File: src/dtfr_defs.vh
// constants for the device transport frame receive block
`ifndef DTFR_DEFS_VH
`define DTFR_DEFS_VH

// frame type codes seen in the first dword, low byte
`define DTFR_TYPE_REG_H2D   8'h27
`define DTFR_TYPE_DATA_H2D  8'h46

// register frame length in dwords
`define DTFR_REG_DWORDS     3'h5

// one-hot state codes
`define DTFR_ST_IDLE        5'h01
`define DTFR_ST_REG         5'h02
`define DTFR_ST_DPREP       5'h04
`define DTFR_ST_DREC        5'h08
`define DTFR_ST_DABORT      5'h10

// shadow register reset value
`define DTFR_SHADOW_RST     32'h00000000

`endif

File: src/dtfr_receive.v
// device transport receive logic for register and data host-to-device frames
`timescale 1ns/1ps
`default_nettype none
`include "dtfr_defs.vh"
// Notes on behaviour
// - register frames are never throttled; every dword is taken at the link pace.
// - shadow registers load from the captured frame only when it ends error-free.
// - good register frame pulses command-arrived to the application, then idle.
// - errored register frame pulses error status to link, idle, no command pulse.
// - link illegal-transition notice drops every receive state back to idle.
// - data frame enters a prepare state, then data-receive once the fifo can accept.
// - in data-receive each dword is written to the fifo and link told to continue.
// - data-receive holds until the link gives end of frame.
// - end of data frame in normal reception returns to idle.
// - application abort request during data-receive moves to the abort state.
// - abort state signals link abort, returns to data-receive if not yet complete.
// - abort coinciding with end of transfer still signals abort, then goes idle.

module dtfr_receive
#(
  parameter DW = 32
)
(
  input  wire          clk_sys,
  input  wire          rst_n,
  // link layer side
  input  wire          lnk_sof,
  input  wire          lnk_valid,
  input  wire [DW-1:0] lnk_data,
  input  wire          lnk_eof,
  input  wire          lnk_crc_err,
  input  wire          lnk_illegal,
  output wire          lnk_continue,
  output reg           lnk_abort,
  output reg           lnk_err_status,
  // data fifo write side
  output reg           fifo_wr_en,
  output reg  [DW-1:0] fifo_wr_data,
  input  wire          fifo_ready,
  // application layer side
  input  wire          app_abort_req,
  output reg           app_cmd_rcvd,
  output reg  [DW-1:0] shadow_dw0,
  output reg  [DW-1:0] shadow_dw1,
  output reg  [DW-1:0] shadow_dw2,
  output reg  [DW-1:0] shadow_dw3,
  output reg  [DW-1:0] shadow_dw4,
  output wire          rx_busy
);

  // one-hot state codes; the default branch sends any stray code back to idle
  localparam [4:0] ST_IDLE   = `DTFR_ST_IDLE;
  localparam [4:0] ST_REG    = `DTFR_ST_REG;
  localparam [4:0] ST_DPREP  = `DTFR_ST_DPREP;
  localparam [4:0] ST_DREC   = `DTFR_ST_DREC;
  localparam [4:0] ST_DABORT = `DTFR_ST_DABORT;

  // receive state, beat count and the private copy of a register frame
  reg [4:0]    state_q;
  reg [4:0]    state_d;
  reg [2:0]    cnt_q;
  reg [DW-1:0] cap0_q;
  reg [DW-1:0] cap1_q;
  reg [DW-1:0] cap2_q;
  reg [DW-1:0] cap3_q;
  reg [DW-1:0] cap4_q;
  reg [2:0]    cnt_d;
  reg [DW-1:0] cap1_d;
  reg [DW-1:0] cap2_d;
  reg [DW-1:0] cap3_d;
  reg [DW-1:0] cap4_d;

  // decoded beats and frame types
  wire [7:0] frame_type;
  wire       dword_in;
  wire       is_reg;
  wire       is_data;
  wire       reg_beat;
  wire       reg_end;
  wire       data_beat;
  wire       abort_go;

  // ************************************************************
  // helpers
  // ************************************************************
  // compares the type byte of a head dword against one frame type code;
  // only meaningful while sof flags the head beat
  function type_hit;
    input [7:0] ty;
    input [7:0] code;
    begin
      type_hit = (ty == code);
    end
  endfunction

  // ************************************************************
  // frame decode
  // ************************************************************
  // type sits in the low byte of the first dword, flagged by sof
  assign frame_type = lnk_data[7:0];
  assign dword_in   = lnk_valid & lnk_sof;
  assign is_reg     = dword_in & type_hit(frame_type, `DTFR_TYPE_REG_H2D);
  assign is_data    = dword_in & type_hit(frame_type, `DTFR_TYPE_DATA_H2D);

  // busy covers the whole life of a frame, prepare and abort included
  assign rx_busy    = (state_q != ST_IDLE);

  // beats that the receive paths act on; an illegal notice voids the beat
  assign reg_beat  = (state_q == ST_REG) & lnk_valid & ~lnk_illegal;
  assign reg_end   = (state_q == ST_REG) & lnk_eof & ~lnk_illegal;
  assign data_beat = ((state_q == ST_DREC) | (state_q == ST_DABORT)) & lnk_valid & fifo_ready
                     & ~lnk_illegal;
  // abort is raised only from data-receive, with or without a coinciding eof
  assign abort_go  = (state_q == ST_DREC) & app_abort_req & ~lnk_illegal;

  // link continues only in data-receive; stalls on a full fifo and in the abort state
  assign lnk_continue = (state_q == ST_DREC) & fifo_ready;

  // ************************************************************
  // next-state logic
  // ************************************************************
  // illegal-transition checked first so it beats every other exit
  always @*
  begin
    state_d = state_q;
    case (state_q)
      ST_IDLE:
      begin
        if (is_reg)
          state_d = ST_REG;
        else if (is_data)
          state_d = ST_DPREP;
      end
      ST_REG:
      begin
        if (lnk_illegal)
          state_d = ST_IDLE;
        else if (lnk_eof)
          state_d = ST_IDLE;
      end
      ST_DPREP:
      begin
        if (lnk_illegal)
          state_d = ST_IDLE;
        else if (fifo_ready)
          state_d = ST_DREC;
      end
      ST_DREC:
      begin
        if (lnk_illegal)
          state_d = ST_IDLE;
        else if (lnk_eof)
          state_d = ST_IDLE;
        else if (app_abort_req)
          state_d = ST_DABORT;
        else
          state_d = ST_DREC;
      end
      ST_DABORT:
      begin
        if (lnk_illegal)
          state_d = ST_IDLE;
        else if (lnk_eof)
          state_d = ST_IDLE;
        else
          state_d = ST_DREC;
      end
      default:
        state_d = ST_IDLE;
    endcase
  end

  // ************************************************************
  // state register
  // ************************************************************
  // one register holds the whole receive state, one-hot
  always @(posedge clk_sys)
  begin
    if (!rst_n)
      state_q <= ST_IDLE;
    else
      state_q <= state_d;
  end

  // ************************************************************
  // register frame capture
  // ************************************************************
  // next capture values are formed here so that a dword arriving together
  // with eof is part of the commit; a copy taken from the flops would lag a beat
  always @*
  begin
    cnt_d  = cnt_q;
    cap1_d = cap1_q;
    cap2_d = cap2_q;
    cap3_d = cap3_q;
    cap4_d = cap4_q;
    if (state_q == ST_IDLE && is_reg)
      cnt_d = 3'h1;
    else if (reg_beat)
    begin
      // the beat count picks the slot; the head dword went to slot 0
      case (cnt_q)
        3'h1:    cap1_d = lnk_data;
        3'h2:    cap2_d = lnk_data;
        3'h3:    cap3_d = lnk_data;
        3'h4:    cap4_d = lnk_data;
        default: cap4_d = cap4_q; // dwords past the fifth are dropped
      endcase
      if (cnt_q != `DTFR_REG_DWORDS)
        cnt_d = cnt_q + 3'h1;
    end
  end

  // capture stays private until a clean end, so the shadows never see a torn frame;
  // register frames are taken at the link pace and never stalled
  always @(posedge clk_sys)
  begin
    if (!rst_n)
    begin
      cnt_q  <= 3'h0;
      cap0_q <= `DTFR_SHADOW_RST;
      cap1_q <= `DTFR_SHADOW_RST;
      cap2_q <= `DTFR_SHADOW_RST;
      cap3_q <= `DTFR_SHADOW_RST;
      cap4_q <= `DTFR_SHADOW_RST;
    end
    else
    begin
      cnt_q  <= cnt_d;
      cap1_q <= cap1_d;
      cap2_q <= cap2_d;
      cap3_q <= cap3_d;
      cap4_q <= cap4_d;
      if (state_q == ST_IDLE && is_reg)
        cap0_q <= lnk_data;
    end
  end

  // ************************************************************
  // shadow commit and register frame status
  // ************************************************************
  // a good end loads all five dwords at once; an errored or dropped frame
  // leaves the shadows alone; only an errored one pulses the error status, a dropped one pulses nothing
  always @(posedge clk_sys)
  begin
    if (!rst_n)
    begin
      shadow_dw0     <= `DTFR_SHADOW_RST;
      shadow_dw1     <= `DTFR_SHADOW_RST;
      shadow_dw2     <= `DTFR_SHADOW_RST;
      shadow_dw3     <= `DTFR_SHADOW_RST;
      shadow_dw4     <= `DTFR_SHADOW_RST;
      app_cmd_rcvd   <= 1'b0;
      lnk_err_status <= 1'b0;
    end
    else
    begin
      app_cmd_rcvd   <= 1'b0;
      lnk_err_status <= 1'b0;
      if (reg_end && !lnk_crc_err)
      begin
        shadow_dw0   <= cap0_q;
        shadow_dw1   <= cap1_d;
        shadow_dw2   <= cap2_d;
        shadow_dw3   <= cap3_d;
        shadow_dw4   <= cap4_d;
        app_cmd_rcvd <= 1'b1;
      end
      if (reg_end && lnk_crc_err)
        lnk_err_status <= 1'b1;
    end
  end

  // ************************************************************
  // data fifo writes and abort
  // ************************************************************
  // the strobe is registered with its data; a full fifo also drops continue,
  // so a well-behaved link never offers a dword that would be lost here
  always @(posedge clk_sys)
  begin
    if (!rst_n)
    begin
      fifo_wr_en   <= 1'b0;
      fifo_wr_data <= {DW{1'b0}};
    end
    else
    begin
      // strobe and data leave together one cycle after the beat
      fifo_wr_en <= data_beat;
      if (data_beat)
        fifo_wr_data <= lnk_data;
    end
  end

  // abort pulse stands during the abort state, or alongside the return to idle
  // when the request meets eof; a held request repeats it on every pass
  always @(posedge clk_sys)
  begin
    if (!rst_n)
      lnk_abort <= 1'b0;
    else
      lnk_abort <= abort_go;
  end

endmodule
`default_nettype wire

File: config.mk
export PLATFORM = sky130hd
export DESIGN_NAME = dtfr_receive
export DESIGN_NICKNAME = d
export VERILOG_FILES = /design/src/dtfr_receive.v
export VERILOG_INCLUDE_DIRS = /design/src
export SDC_FILE = /design/constraint.sdc
export NUM_CORES = 1
export LEC_CHECK = 0
export ABC_AREA = 0
export BUFFER_PORTS_ARGS = -buffer_cell sky130_fd_sc_hd__buf_2
export CAP_MARGIN = 20
export CORE_UTILIZATION = 25
export CTS_CLUSTER_DIAMETER = 50
export DETAILED_ROUTE_END_ITERATION = 16
export GPL_ROUTABILITY_DRIVEN = 0
export PLACE_DENSITY_LB_ADDON = 0.08
export SYNTH_ARGS = -nofsm -noshare
export SYNTH_HDL_FRONTEND = slang
export SYNTH_SLANG_ARGS = --single-unit
File: constraint.sdc
create_clock -name clk_sys -period 4.8 [get_ports clk_sys]
set_clock_uncertainty 0.1 [all_clocks]
set_input_delay 0.72 -clock clk_sys [delete_from_list [all_inputs] [get_ports clk_sys]]
set_output_delay 0.72 -clock clk_sys [all_outputs]
set_load 0.03 [all_outputs]
Word level (Yosys, flattened, before mapping) --
Index checks and enable logic that the tools add are counted.
Storage, ports and cells: flip-flop bits (word level) 364, bits of input ports 41, output and inout port bits 198, word-level logic and storage cells 90
Cells by class: add/subtract/negate cells 1, eq/ne operators 16, muxes and demuxes 29, bitwise logic cells 16, reductions and logical operators 10
Operators by type and width (number):
- two-way mux 32 bit | 12
- two-way mux 5 bit | 9
- case mux 5 bit (5 select lines) | 1
- AND 1 bit | 13
- inequality test 3 bit (second input constant) | 4
- equality test 8 x 6 -> 1 bit (second input constant) | 1
- equality test 8 x 7 -> 1 bit (second input constant) | 1
- two-way mux 4 bit | 2
- equality test 3 x 2 -> 1 bit (second input constant) | 2
- equality test 5 x 1 -> 1 bit (second input constant) | 1
- equality test 5 x 2 -> 1 bit (second input constant) | 1
- equality test 5 x 3 -> 1 bit (second input constant) | 1
- equality test 5 x 4 -> 1 bit (second input constant) | 1
- equality test 5 bit (second input constant) | 1
- two-way mux 1 bit | 5
- inequality test 5 x 1 -> 1 bit (second input constant) | 1
- AND reduction 2 bit | 2
- nonzero test 2 bit | 2
- adder 3 x 1 -> 3 bit (second input constant) | 1
- equality test 3 x 1 -> 1 bit (second input constant) | 1
- equality test 3 bit (second input constant) | 1
- logical AND 1 bit | 3
- AND reduction 3 bit | 1
- inverter 1 bit | 2
- 3 further kinds | 3

Depth between registers and ports, before layout --
Gate-level depths: netlist of run 1.
depth in word-level cells 5, depth in mapped cells 8, gate-level depth less buffers 6

Worst setup path before layout of run 1 --
No wires, ideal clock.
kind in2reg, start input lnk_illegal, end register shadow_dw4[13], library setup time 0.128 ns, arrival 2.064 ns, required time 4.572 ns, setup slack 2.507 ns, stages 6, buffers on the path 2, path through or3b_2 -> or3_1 -> buf_6 -> buf_6 -> mux2i_1 -> a21oi_1
On the way: longest elaborated chain between the ends 4, elaborated cells between the ends (all ways) 6, classes of those cells mux: 2; bitwise: 3; reduce/logical: 1
RTL lines:
- from (decl) | RTL line dtfr_receive.v:32 | input wire lnk_illegal,
- inverter 1 bit * | RTL line dtfr_receive.v:109, dtfr_receive.v:110
- AND 1 bit | RTL line dtfr_receive.v:109 | assign reg_beat = (state_q == ST_REG) & lnk_valid & ~lnk_illegal;
- two-way mux 32 bit | RTL line dtfr_receive.v:199 | else if (reg_beat)
- two-way mux 32 bit | RTL line dtfr_receive.v:197 | if (state_q == ST_IDLE && is_reg)
- to (signal assigned) | RTL line dtfr_receive.v:252 | shadow_dw4 <= `DTFR_SHADOW_RST;
- to (signal assigned) | RTL line dtfr_receive.v:266 | shadow_dw4 <= cap4_d;
- to (decl) | RTL line dtfr_receive.v:47 | output reg [DW-1:0] shadow_dw4,
Mark *: on every way between the ends. The rest lies on a longest branch, timed or not. A chain may end at the register's enable or synchronous reset.

Worst setup path after layout of run 1 --
start register state_q[2], end output rx_busy
On the way: longest elaborated chain between the ends 1
RTL lines:
- from (decl) | RTL line dtfr_receive.v:59 | reg [4:0] state_q;
- from (signal assigned) | RTL line dtfr_receive.v:182 | state_q <= state_d;
- inequality test 5 x 1 -> 1 bit | RTL line dtfr_receive.v:106 | assign rx_busy = (state_q != ST_IDLE);
- to (decl) | RTL line dtfr_receive.v:48 | output wire rx_busy
No other way between the ends.

==> impl_metrics.env, run 1 <==
export IMPL_ctsResizeCount=0
export IMPL_drtPass1Iterations=7
export IMPL_yosys_area_top_type_share_pct=58.1
export IMPL_ioPinCount=239
export IMPL_slew_viol_final=0
export IMPL_fmax_mhz=351
export IMPL_swShare_pct=22.8
export IMPL_grt_max_degree=127
export IMPL_area_growth_syn_to_layout_pct=27.7
export IMPL_grt_util_all_layers_pct=18.4
export IMPL_yosys_warnings=0
export IMPL_path_clk_slew_ps=50
export IMPL_synth_common_cells="364 x dfxtp_1, 301 x nand2_1, 220 x a21oi_1, 131 x o21ai_0, 90 x clkbuf_1"
export IMPL_min_period_over_period_pct=59.4
export IMPL_worstPathRequired_ps=3980
export IMPL_grt_pass1_vias=10100
export IMPL_avgSynthCellArea_um2=8.88
export IMPL_fp_dieW_um=226
export IMPL_synthesis_area_um2=12600
export IMPL_slowest_stage="nor4_1"
export IMPL_start_util_pct=25.5
export IMPL_syn_inst=1413
export IMPL_final_layout_size_suffix_gt1_share_pct=21.3
export IMPL_r2r_start="state_q[2]"
export IMPL_rsz0062_at_grt="false"
export IMPL_fin_setup_tns_ps=0
export IMPL_antenna_found_initial=4
export IMPL_cts_tree="yes"
export IMPL_seq_power_share_pct=43.5
export IMPL_core_region_area_um2=49300
export IMPL_synth_seq_cells=364
export IMPL_finalSetupViolations=0
export IMPL_final_area_um2=16000
export IMPL_yosysUniqueCellTypes=42
export IMPL_synth_area_leaders="dfxtp_1 58%, nand2_1 9.0%, a21oi_1 8.8%"
export IMPL_cts_hold_fix_buffers=0
export IMPL_h_tree_depth=2
export IMPL_overflow=0
export IMPL_path_cells="nand2b_1 -> nor4_1 -> inv_1 -> buf_2"
export IMPL_worstHoldStart="lnk_eof"
export IMPL_synth_edff_count=0
export IMPL_max_vdd_ir_drop_uv=252
export IMPL_hold_viol=0
export IMPL_cpPeakStageDelay_ps=490
export IMPL_yosysMostFrequentCell="dfxtp_1"
export IMPL_fp_row_count=81
export IMPL_grt_pass1_wl_mm=68.1
export IMPL_cp_start_kind="register"
export IMPL_worstSetupPathType="register to output pin"
export IMPL_drv_cap=0
export IMPL_holdPathEnd="state_q[4]"
export IMPL_vias=10700
export IMPL_finalNetCount=1657
export IMPL_drt_iter0_drc=625
export IMPL_post_cts_buffers=0
export IMPL_combPwrFrac_pct=2.4
export IMPL_hp_class="input port to register"
export IMPL_synth_flop_cell="dfxtp_1"
export IMPL_power_frac_clock_pct=54.1
export IMPL_synth_area_leader_cell="dfxtp_1"
export IMPL_synthArstFlopShare_pct=0
export IMPL_cts_sinks=364
export IMPL_internal_power_uw=5370
export IMPL_vias_per_cell=4.61
export IMPL_cts_buffer_depth=3
export IMPL_power_leakage_uw=0.00661
export IMPL_antenna_left=0
export IMPL_hold_depth=2
export IMPL_r2r_cells=5
export IMPL_worst_pin_slew_ps=946
export IMPL_io_buffers=238
export IMPL_utilization_pct=32.5
export IMPL_power_density_nw_per_um2=433
export IMPL_synth_yosys_seq_area_share_pct=58.1
export IMPL_cts_root_buffer="clkbuf_16"
export IMPL_drc=0
export IMPL_cp_buffers_inverters=2
export IMPL_outcome="complete, no violations"
export IMPL_cts_inserted_buffers=51
export IMPL_finalCriticalPeriod_ps=2850
export IMPL_cp_max_fo=13
export IMPL_slew_headroom_pct=36.9
export IMPL_die_h_um=226
export IMPL_syn_num_nets=1459
export IMPL_regToRegSetupSlack_ps=2040
export IMPL_crit_family="simple AND/OR/NAND/NOR gates"
export IMPL_wire_per_inst_um=20.5
export IMPL_insertion_delay_ps=590
export IMPL_crit_arrival_ps=2030
export IMPL_critPathCaptureType="output pin"
export IMPL_p_sw_uw=1580
export IMPL_dpl_hpwl_mm=29.1
export IMPL_place_area_um2=14300
export IMPL_routed_wirelength_mm=47.3
export IMPL_timing_rr_end="shadow_dw3[4]"
export IMPL_die_area_um2=51100
## metal layers
metal	GRT usage (%)	share of wire, %
met5	0	0
met4	4.34	1.7
met3	4.96	6.4
met2	28.6	45
met1	25.2	47
## power groups by stage
stage | registers, µW | logic [µW] | clock network (µW)
finish | 3020 | 168 | 3760
global route | 3020 | 178 | 4010
CTS | 3020 | 175 | 3870
detailed placement | 3090 | 175 | 0
global placement | 3090 | 175 | 0
floorplan | 3090 | 49.3 | 0
## layout by cell type, fill, tap and decap left out, types with 3 or more instances in the layout
master,Yosys,routed
nand4_1,3,3
clkbuf_16,0,52
o21ai_0,131,131
dfxtp_1,364,364
inv_6,0,8
and4_1,4,4
nor2_1,88,88
clkinv_2,0,5
buf_4,1,17
and3_1,9,8
inv_1,6,6
buf_2,13,237
a31oi_1,58,58
nand2_1,301,301
nand3_1,4,3
nor4bb_1,3,3
clkbuf_8,0,11
mux2i_1,71,71
a21oi_1,220,220
bufinv_16,0,3
clkbuf_1,90,6
ha_1,5,5
nor3_1,5,4
nor4b_1,4,4
## cells by family (layout without fill, tap and decap cells)
family	after synthesis	after routing	share of synthesized area, %
compound gates	416	416	17.4
xor+xnor	1	1	0.0698
fa+ha+maj	5	5	0.498
buf+inv	119	353	3.90
flops	364	364	58.1
mux	71	71	5.66
other cells	0	2	0
simple gates	437	437	14.4
## state kept, by name, indices dropped and copies added (netlist names), 3 cells and up
| signal | cells |
|---|---|
| cap0_q | 32 |
| cap1_q | 32 |
| cap2_q | 32 |
| cap3_q | 32 |
| cap4_q | 32 |
| cnt_q | 3 |
| fifo_wr_data | 32 |
| shadow_dw0 | 32 |
| shadow_dw1 | 32 |
| shadow_dw2 | 32 |
| shadow_dw3 | 32 |
| shadow_dw4 | 32 |
| state_q | 5 |
## layout make-up
type	instances	area, µm²
multi-input cells	930	4790
diodes	2	5.00
well taps	664	831
clock inverters	20	225
clock buffers	69	1480
inverters	7	33.8
repair buffers	257	1380
flip-flops and latches	364	7290
fillers	5311	33200
## stage by stage
step	setup WS (ps)	total power [µW]	hold slack [ps]	cells
after floorplan	2510	3140	327	1413
after global placement	1670	3260	339	2221
after detailed placement	1640	3260	344	2222
after CTS	1880	7070	241	2311
after global routing	1730	7210	255	2312
final	1950	6950	279	2313
## worst register-to-register path, cell delays in order (launching register included)
cell and delay (ps):
dfxtp_1 430, nor3b_1 590, and3_2 810, buf_4 370, mux2i_1 270, a21oi_1 90
## how the worst max path moves through the flow
stage	start	end	slack [ps]	cells after the start
after CTS	state_q[2]	rx_busy	1880	4
after floorplan	lnk_illegal	shadow_dw4[13]	2510	6
after detailed placement	lnk_illegal	shadow_dw3[3]	1640	6
final	state_q[2]	rx_busy	1950	4
after global placement	lnk_data[7]	state_q[1]	1670	5
after global routing	state_q[2]	rx_busy	1730	4
Power figures use the tool's default switching activity.
==> run 2: changes to the inputs <==
- ABC_AREA: 0 -> 1
- clock period: 4.8 -> 2.5 ns (I/O delays scaled with it)
==> run 2 against run 1 <==
First-iteration DRC count rose by 26%. Critical endpoint is now lnk_continue. Via count rose by 34%. Clock-buffer cell count is 2 lower. Sequential power up 93%. Largest power group unchanged. Highest routed layer unchanged. Area after synthesis rose by 22%.
==> impl_metrics.env, run 2 <==
export IMPL_drt_iter0_drc=789
export IMPL_diodes=0
export IMPL_finalCriticalPeriod_ps=2240
export IMPL_drtPass1Iterations=5
export IMPL_antenna_found_initial=6
export IMPL_layout_common_cells="544 x nand2_1, 396 x nor2_1, 364 x dfxtp_1"
export IMPL_synthesis_area_um2=15300
export IMPL_fmax_mhz=446
export IMPL_slew_headroom_pct=55.7
export IMPL_seq_power_share_pct=39.9
export IMPL_met3RoutedLength_mm=2.90
export IMPL_hold_slack_ps=29.8
export IMPL_worstPathRequired_ps=2030
export IMPL_antenna_left=0
export IMPL_area_growth_syn_to_layout_pct=26.8
export IMPL_power_density_nw_per_um2=754
export IMPL_cts_buffer_depth=3
export IMPL_drc=0
export IMPL_grt_util_all_layers_pct=17.6
export IMPL_p_sw_uw=3470
export IMPL_fp_row_count=90
export IMPL_final_common_cell="nand2_1"
export IMPL_combPwrFrac_pct=3.7
export IMPL_syn_inst=2235
export IMPL_cts_root_buffer="clkbuf_16"
export IMPL_internal_power_uw=11100
export IMPL_r2r_cells=10
export IMPL_synth_flop_cell="dfxtp_1"
export IMPL_dp_cells=3153
export IMPL_path_clk_slew_ps=60
export IMPL_io_buffers=238
export IMPL_cts_inserted_buffers=56
export IMPL_grt_pass1_wl_mm=82.4
export IMPL_cp_endpoint="lnk_continue"
export IMPL_yosysUniqueCellTypes=25
export IMPL_cp_start_kind="register"
export IMPL_fp_dieW_um=249
export IMPL_power_leakage_uw=0.00855
export IMPL_critPathCaptureType="output pin"
export IMPL_routed_wirelength_mm=55.3
export IMPL_cts_sinks=364
export IMPL_slew_viol_final=0
export IMPL_cp_max_fo=3
export IMPL_wire_per_inst_um=16.9
export IMPL_post_cts_buffers=0
export IMPL_worstSetupPathType="register to output pin"
export IMPL_vias=14300
export IMPL_finalNonFillerCells=3272
export IMPL_final_layout_size_suffix_gt1_share_pct=15.7
export IMPL_hold_depth=3
export IMPL_avgSynthCellArea_um2=6.84
export IMPL_max_vdd_ir_drop_uv=459
export IMPL_swShare_pct=23.8
export IMPL_die_area_um2=62200
export IMPL_start_util_pct=25.3
export IMPL_synth_seq_cells=364
export IMPL_r2r_start="state_q[1]"
export IMPL_insertion_delay_ps=610
export IMPL_met2WireLength_mm=25.0
export IMPL_syn_num_nets=2281
export IMPL_yosysMostFrequentCell="nand2_1"
export IMPL_fin_setup_tns_ps=0
export IMPL_yosys_area_top_type_share_pct=47.7
export IMPL_dpl_hpwl_mm=36.3
export IMPL_cts_tree="yes"
export IMPL_synthArstFlopShare_pct=0
export IMPL_die_h_um=249
export IMPL_vias_per_cell=4.37
export IMPL_timing_rr_end="shadow_dw4[22]"
export IMPL_worst_pin_slew_ps=664
export IMPL_synth_area_leader_cell="dfxtp_1"
export IMPL_met1_length_mm=25.8
export IMPL_highest_layer="met4"
export IMPL_power_frac_clock_pct=56.4
export IMPL_synth_yosys_seq_area_share_pct=47.7
export IMPL_crit_arrival_ps=1770
export IMPL_hp_class="input port to register"
export IMPL_design_power_total_uw=14600
export IMPL_regToRegSetupSlack_ps=480
export IMPL_min_period_over_period_pct=89.6
export IMPL_rsz0062_at_grt="false"
export IMPL_ctsResizeCount=0
export IMPL_critPathLaunch="state_q[0]"
export IMPL_grt_pass1_vias=13000
export IMPL_h_tree_depth=2
export IMPL_finalSetupViolations=0
export IMPL_core_region_area_um2=60400
export IMPL_synth_edff_count=0
export IMPL_ioPinCount=239
export IMPL_synth_area_leaders="dfxtp_1 48%, nand2_1 13%, nor2_1 9.7%"
export IMPL_grt_max_degree=99
export IMPL_outcome="complete, no violations"
export IMPL_synth_common_cells="547 x nand2_1, 396 x nor2_1, 364 x dfxtp_1, 241 x inv_1, 214 x o21ai_0"
export IMPL_hold_viol=0
export IMPL_finalNetCount=2489
export IMPL_drv_cap=0
export IMPL_yosys_warnings=0
export IMPL_overflow=0
run 2: metal layers:
layer	vias to the layer above	global-route usage (%)
met5	-	0
li1	7418	-
met2	340	27.6
met4	0	5.68
met1	6473	23.9
met3	79	3.54
run 2: timing repair:
action	CTS	global route
endpoints found under the setup margin	0	0
hold endpoints to repair	16	0
hold buffers	14	0
run 2: area by class of cell:
cell class	instances	area, µm²
repair buffers	288	1850
fillers	6621	41000
flip-flops and latches	364	7290
inverters	248	948
clock inverters	38	468
well taps	782	978
multi-input cells	1485	6340
clock buffers	67	1510
run 2: per-stage QoR:
| stage | setup slack, ps | area [µm²] | util (%) |
|---|---|---|---|
| final | 260 | 19400 | 32.1 |
| after global routing | 95.6 | 19400 | 32.1 |
| after CTS | 218 | 19400 | 32.1 |
| after detailed placement | 359 | 17300 | 28.6 |
| after global placement | 367 | 17300 | 28.6 |
| after floorplan | 770 | 15300 | - |
run 2: worst min path at each step:
stage / startpoint / to / slack [ps]
floorplan: cap0_q[4] / cap0_q[4] / 320
global placement: cap0_q[7] / cap0_q[7] / 330
detailed placement: cap0_q[7] / cap0_q[7] / 330
CTS: lnk_eof / state_q[4] / 1
global route: lnk_data[28] / cap0_q[28] / 10
finish: lnk_eof / lnk_err_status / 30
run 2: logic make-up (layout without fill, tap and decap cells):
kind of cell,count (synthesis),in the layout,share of synthesized area (%)
AOI/OAI and AO/OA,382,382,12.5
and+or+nand+nor,1098,1098,28.4
buffers and inverters,386,641,11.0
adders and majority gates,5,5,0.409
DFF,364,364,47.7
run 2: power groups by stage:
stage / sequential, µW / clock [µW] / combinational (µW)
2_1_floorplan: 5950 / 0 / 247
3_3_place_gp: 5950 / 0 / 536
3_5_place_dp: 5950 / 0 / 536
4_1_cts: 5830 / 8540 / 554
5_1_grt: 5830 / 8790 / 589
6_report: 5830 / 8240 / 539
run 2: worst max-delay path, cell delays in order (launching register included):
cell and delay, ps:
dfxtp_1 320, nor2_1 180, nand3_1 170, nor3_1 250
buf_2 250
==> run 3: changes to the inputs <==
- RECOVER_POWER: unset -> 50
==> run 3 against run 2 <==
Via count is essentially flat. Highest routed layer unchanged. Critical path depth grew 5. Utilization shrank 0.47 points. Combinational power shrank 1%. Worst hold slack lost 1.8 ps. Power is essentially flat. Fmax shrank 1.8%.
==> impl_metrics.env, run 3 (synthesis results as in run 2) <==
export IMPL_outcome="complete, no violations"
export IMPL_worstSetupPathType="register to register"
export IMPL_grt_util_all_layers_pct=17.6
export IMPL_crit_arrival_ps=2670
export IMPL_overflow=0
export IMPL_wire_per_inst_um=17.0
export IMPL_core_region_area_um2=60400
export IMPL_power_frac_clock_pct=56.5
export IMPL_combPwrFrac_pct=3.6
export IMPL_insertion_delay_ps=610
export IMPL_final_common_cell="nand2_1"
export IMPL_finalSetupViolations=0
export IMPL_ioPinCount=239
export IMPL_fin_setup_tns_ps=0
export IMPL_slew_headroom_pct=45.5
export IMPL_critPathCaptureType="register"
export IMPL_drv_cap=0
export IMPL_finalNonFillerCells=3272
export IMPL_cp_start_kind="register"
export IMPL_finalNetCount=2489
export IMPL_worstPathRequired_ps=2890
export IMPL_max_vdd_ir_drop_uv=461
export IMPL_rsz0062_at_grt="false"
export IMPL_cts_inserted_buffers=56
export IMPL_dp_cells=3153
export IMPL_met2WireLength_mm=25.0
export IMPL_grt_pass1_wl_mm=82.4
export IMPL_seq_power_share_pct=39.9
export IMPL_h_tree_depth=2
export IMPL_place_area_um2=17300
export IMPL_drtPass1Iterations=7
export IMPL_hold_viol=0
export IMPL_fmax_mhz=438
export IMPL_fp_row_count=90
export IMPL_slew_viol_final=0
export IMPL_hp_class="input port to register"
export IMPL_final_area_um2=19100
export IMPL_power_leakage_uw=0.00768
export IMPL_layout_common_cells="544 x nand2_1, 397 x nor2_1, 364 x dfxtp_1"
export IMPL_finalCriticalPeriod_ps=2280
export IMPL_cts_tree="yes"
export IMPL_grt_max_degree=99
export IMPL_dpl_hpwl_mm=36.3
export IMPL_min_period_over_period_pct=91.3
export IMPL_hold_depth=3
export IMPL_grt_pass1_vias=13000
export IMPL_io_buffers=238
export IMPL_cts_buffer_depth=3
export IMPL_met3RoutedLength_mm=3.02
export IMPL_path_clk_slew_ps=60
export IMPL_hold_slack_ps=28.0
export IMPL_area_growth_syn_to_layout_pct=24.9
export IMPL_diodes=0
export IMPL_drc=0
export IMPL_met1_length_mm=25.9
export IMPL_p_sw_uw=3470
export IMPL_dp_slack_ps=359
export IMPL_r2r_cells=9
export IMPL_antenna_left=0
export IMPL_die_area_um2=62200
export IMPL_start_util_pct=25.3
export IMPL_power_density_nw_per_um2=765
export IMPL_die_h_um=249
export IMPL_cp_max_fo=56
export IMPL_worst_pin_slew_ps=818
export IMPL_internal_power_uw=11100
export IMPL_drt_iter0_drc=823
export IMPL_cts_sinks=364
export IMPL_vias=14300
export IMPL_swShare_pct=23.8
export IMPL_cts_root_buffer="clkbuf_16"
export IMPL_vias_per_cell=4.37
export IMPL_fin_ws_ps=218
export IMPL_final_layout_size_suffix_gt1_share_pct=7.67
export IMPL_highest_layer="met4"
export IMPL_fp_dieW_um=249
export IMPL_routed_wirelength_mm=55.5
export IMPL_antenna_found_initial=6
==> run 3: changes by cell type in the layout (fill, tap and decap cells not counted), moves of 2 or more <==
| cell | change |
|---|---|
| nand3_2 | -3 |
| clkbuf_2 | +2 |
| buf_4 | -2 |
| buf_2 | -196 |
| clkbuf_1 | +196 |
| nand3_1 | +3 |
==> run 3: repair_timing <==
action | CTS | global route
endpoints found under the hold margin | 16 | 0
gates resized for setup | 0 | 0
endpoints found under the setup margin | 0 | 0
buffers inserted | 0 | 0
hold buffers | 14 | 0
==> run 3: cell type report <==
class	count	area, µm²
clock buffer	67	1510
clock inverter	38	468
fill	6679	41300
inverter	248	948
multi-input combinational	1485	6320
sequential	364	7290
tap	782	978
timing repair buffer	288	1590
==> run 3: worst max-delay path, cell delays in order (launching register included) <==
cell     delay (ps)
dfxtp_1         320
nor2_1          200
nand3_1         190
inv_1           140
nand3_1         240
inv_8           300
buf_12          290
nand3_1         160
nand2_1         100
inv_1            40
==> run 3: final timing paths <==
check / startpoint / slack, ps / end
worst max-delay path: state_q[3] / 220 / shadow_dw4[22]
worst min-delay path: lnk_eof / 30 / lnk_err_status
worst max register to register: state_q[3] / 220 / shadow_dw4[22]
worst min register to register: cap0_q[7] / 330 / cap0_q[7]
==> run 3: power groups by stage <==
stage / clock (µW) / sequential, µW / combinational (µW)
final: 8250 / 5830 / 532
after detailed placement: 0 / 5950 / 536
after CTS: 8540 / 5830 / 554
after global placement: 0 / 5950 / 536
after floorplan: 0 / 5950 / 247
after global routing: 8790 / 5820 / 585
==> run 3: metal layers <==
metal,vias to the layer above,GRT usage (%)
li1,7418,-
met1,6487,23.9
met2,321,27.6
met3,78,3.54
met4,0,5.68
met5,-,0
==> run 3: metrics by stage <==
stage                     util (%)  total power [µW]
after global routing          31.6             15200
after detailed placement      28.6              6490
after CTS                     32.1             14900
after global placement        28.6              6490
final                         31.6             14600
after floorplan                  -              6200
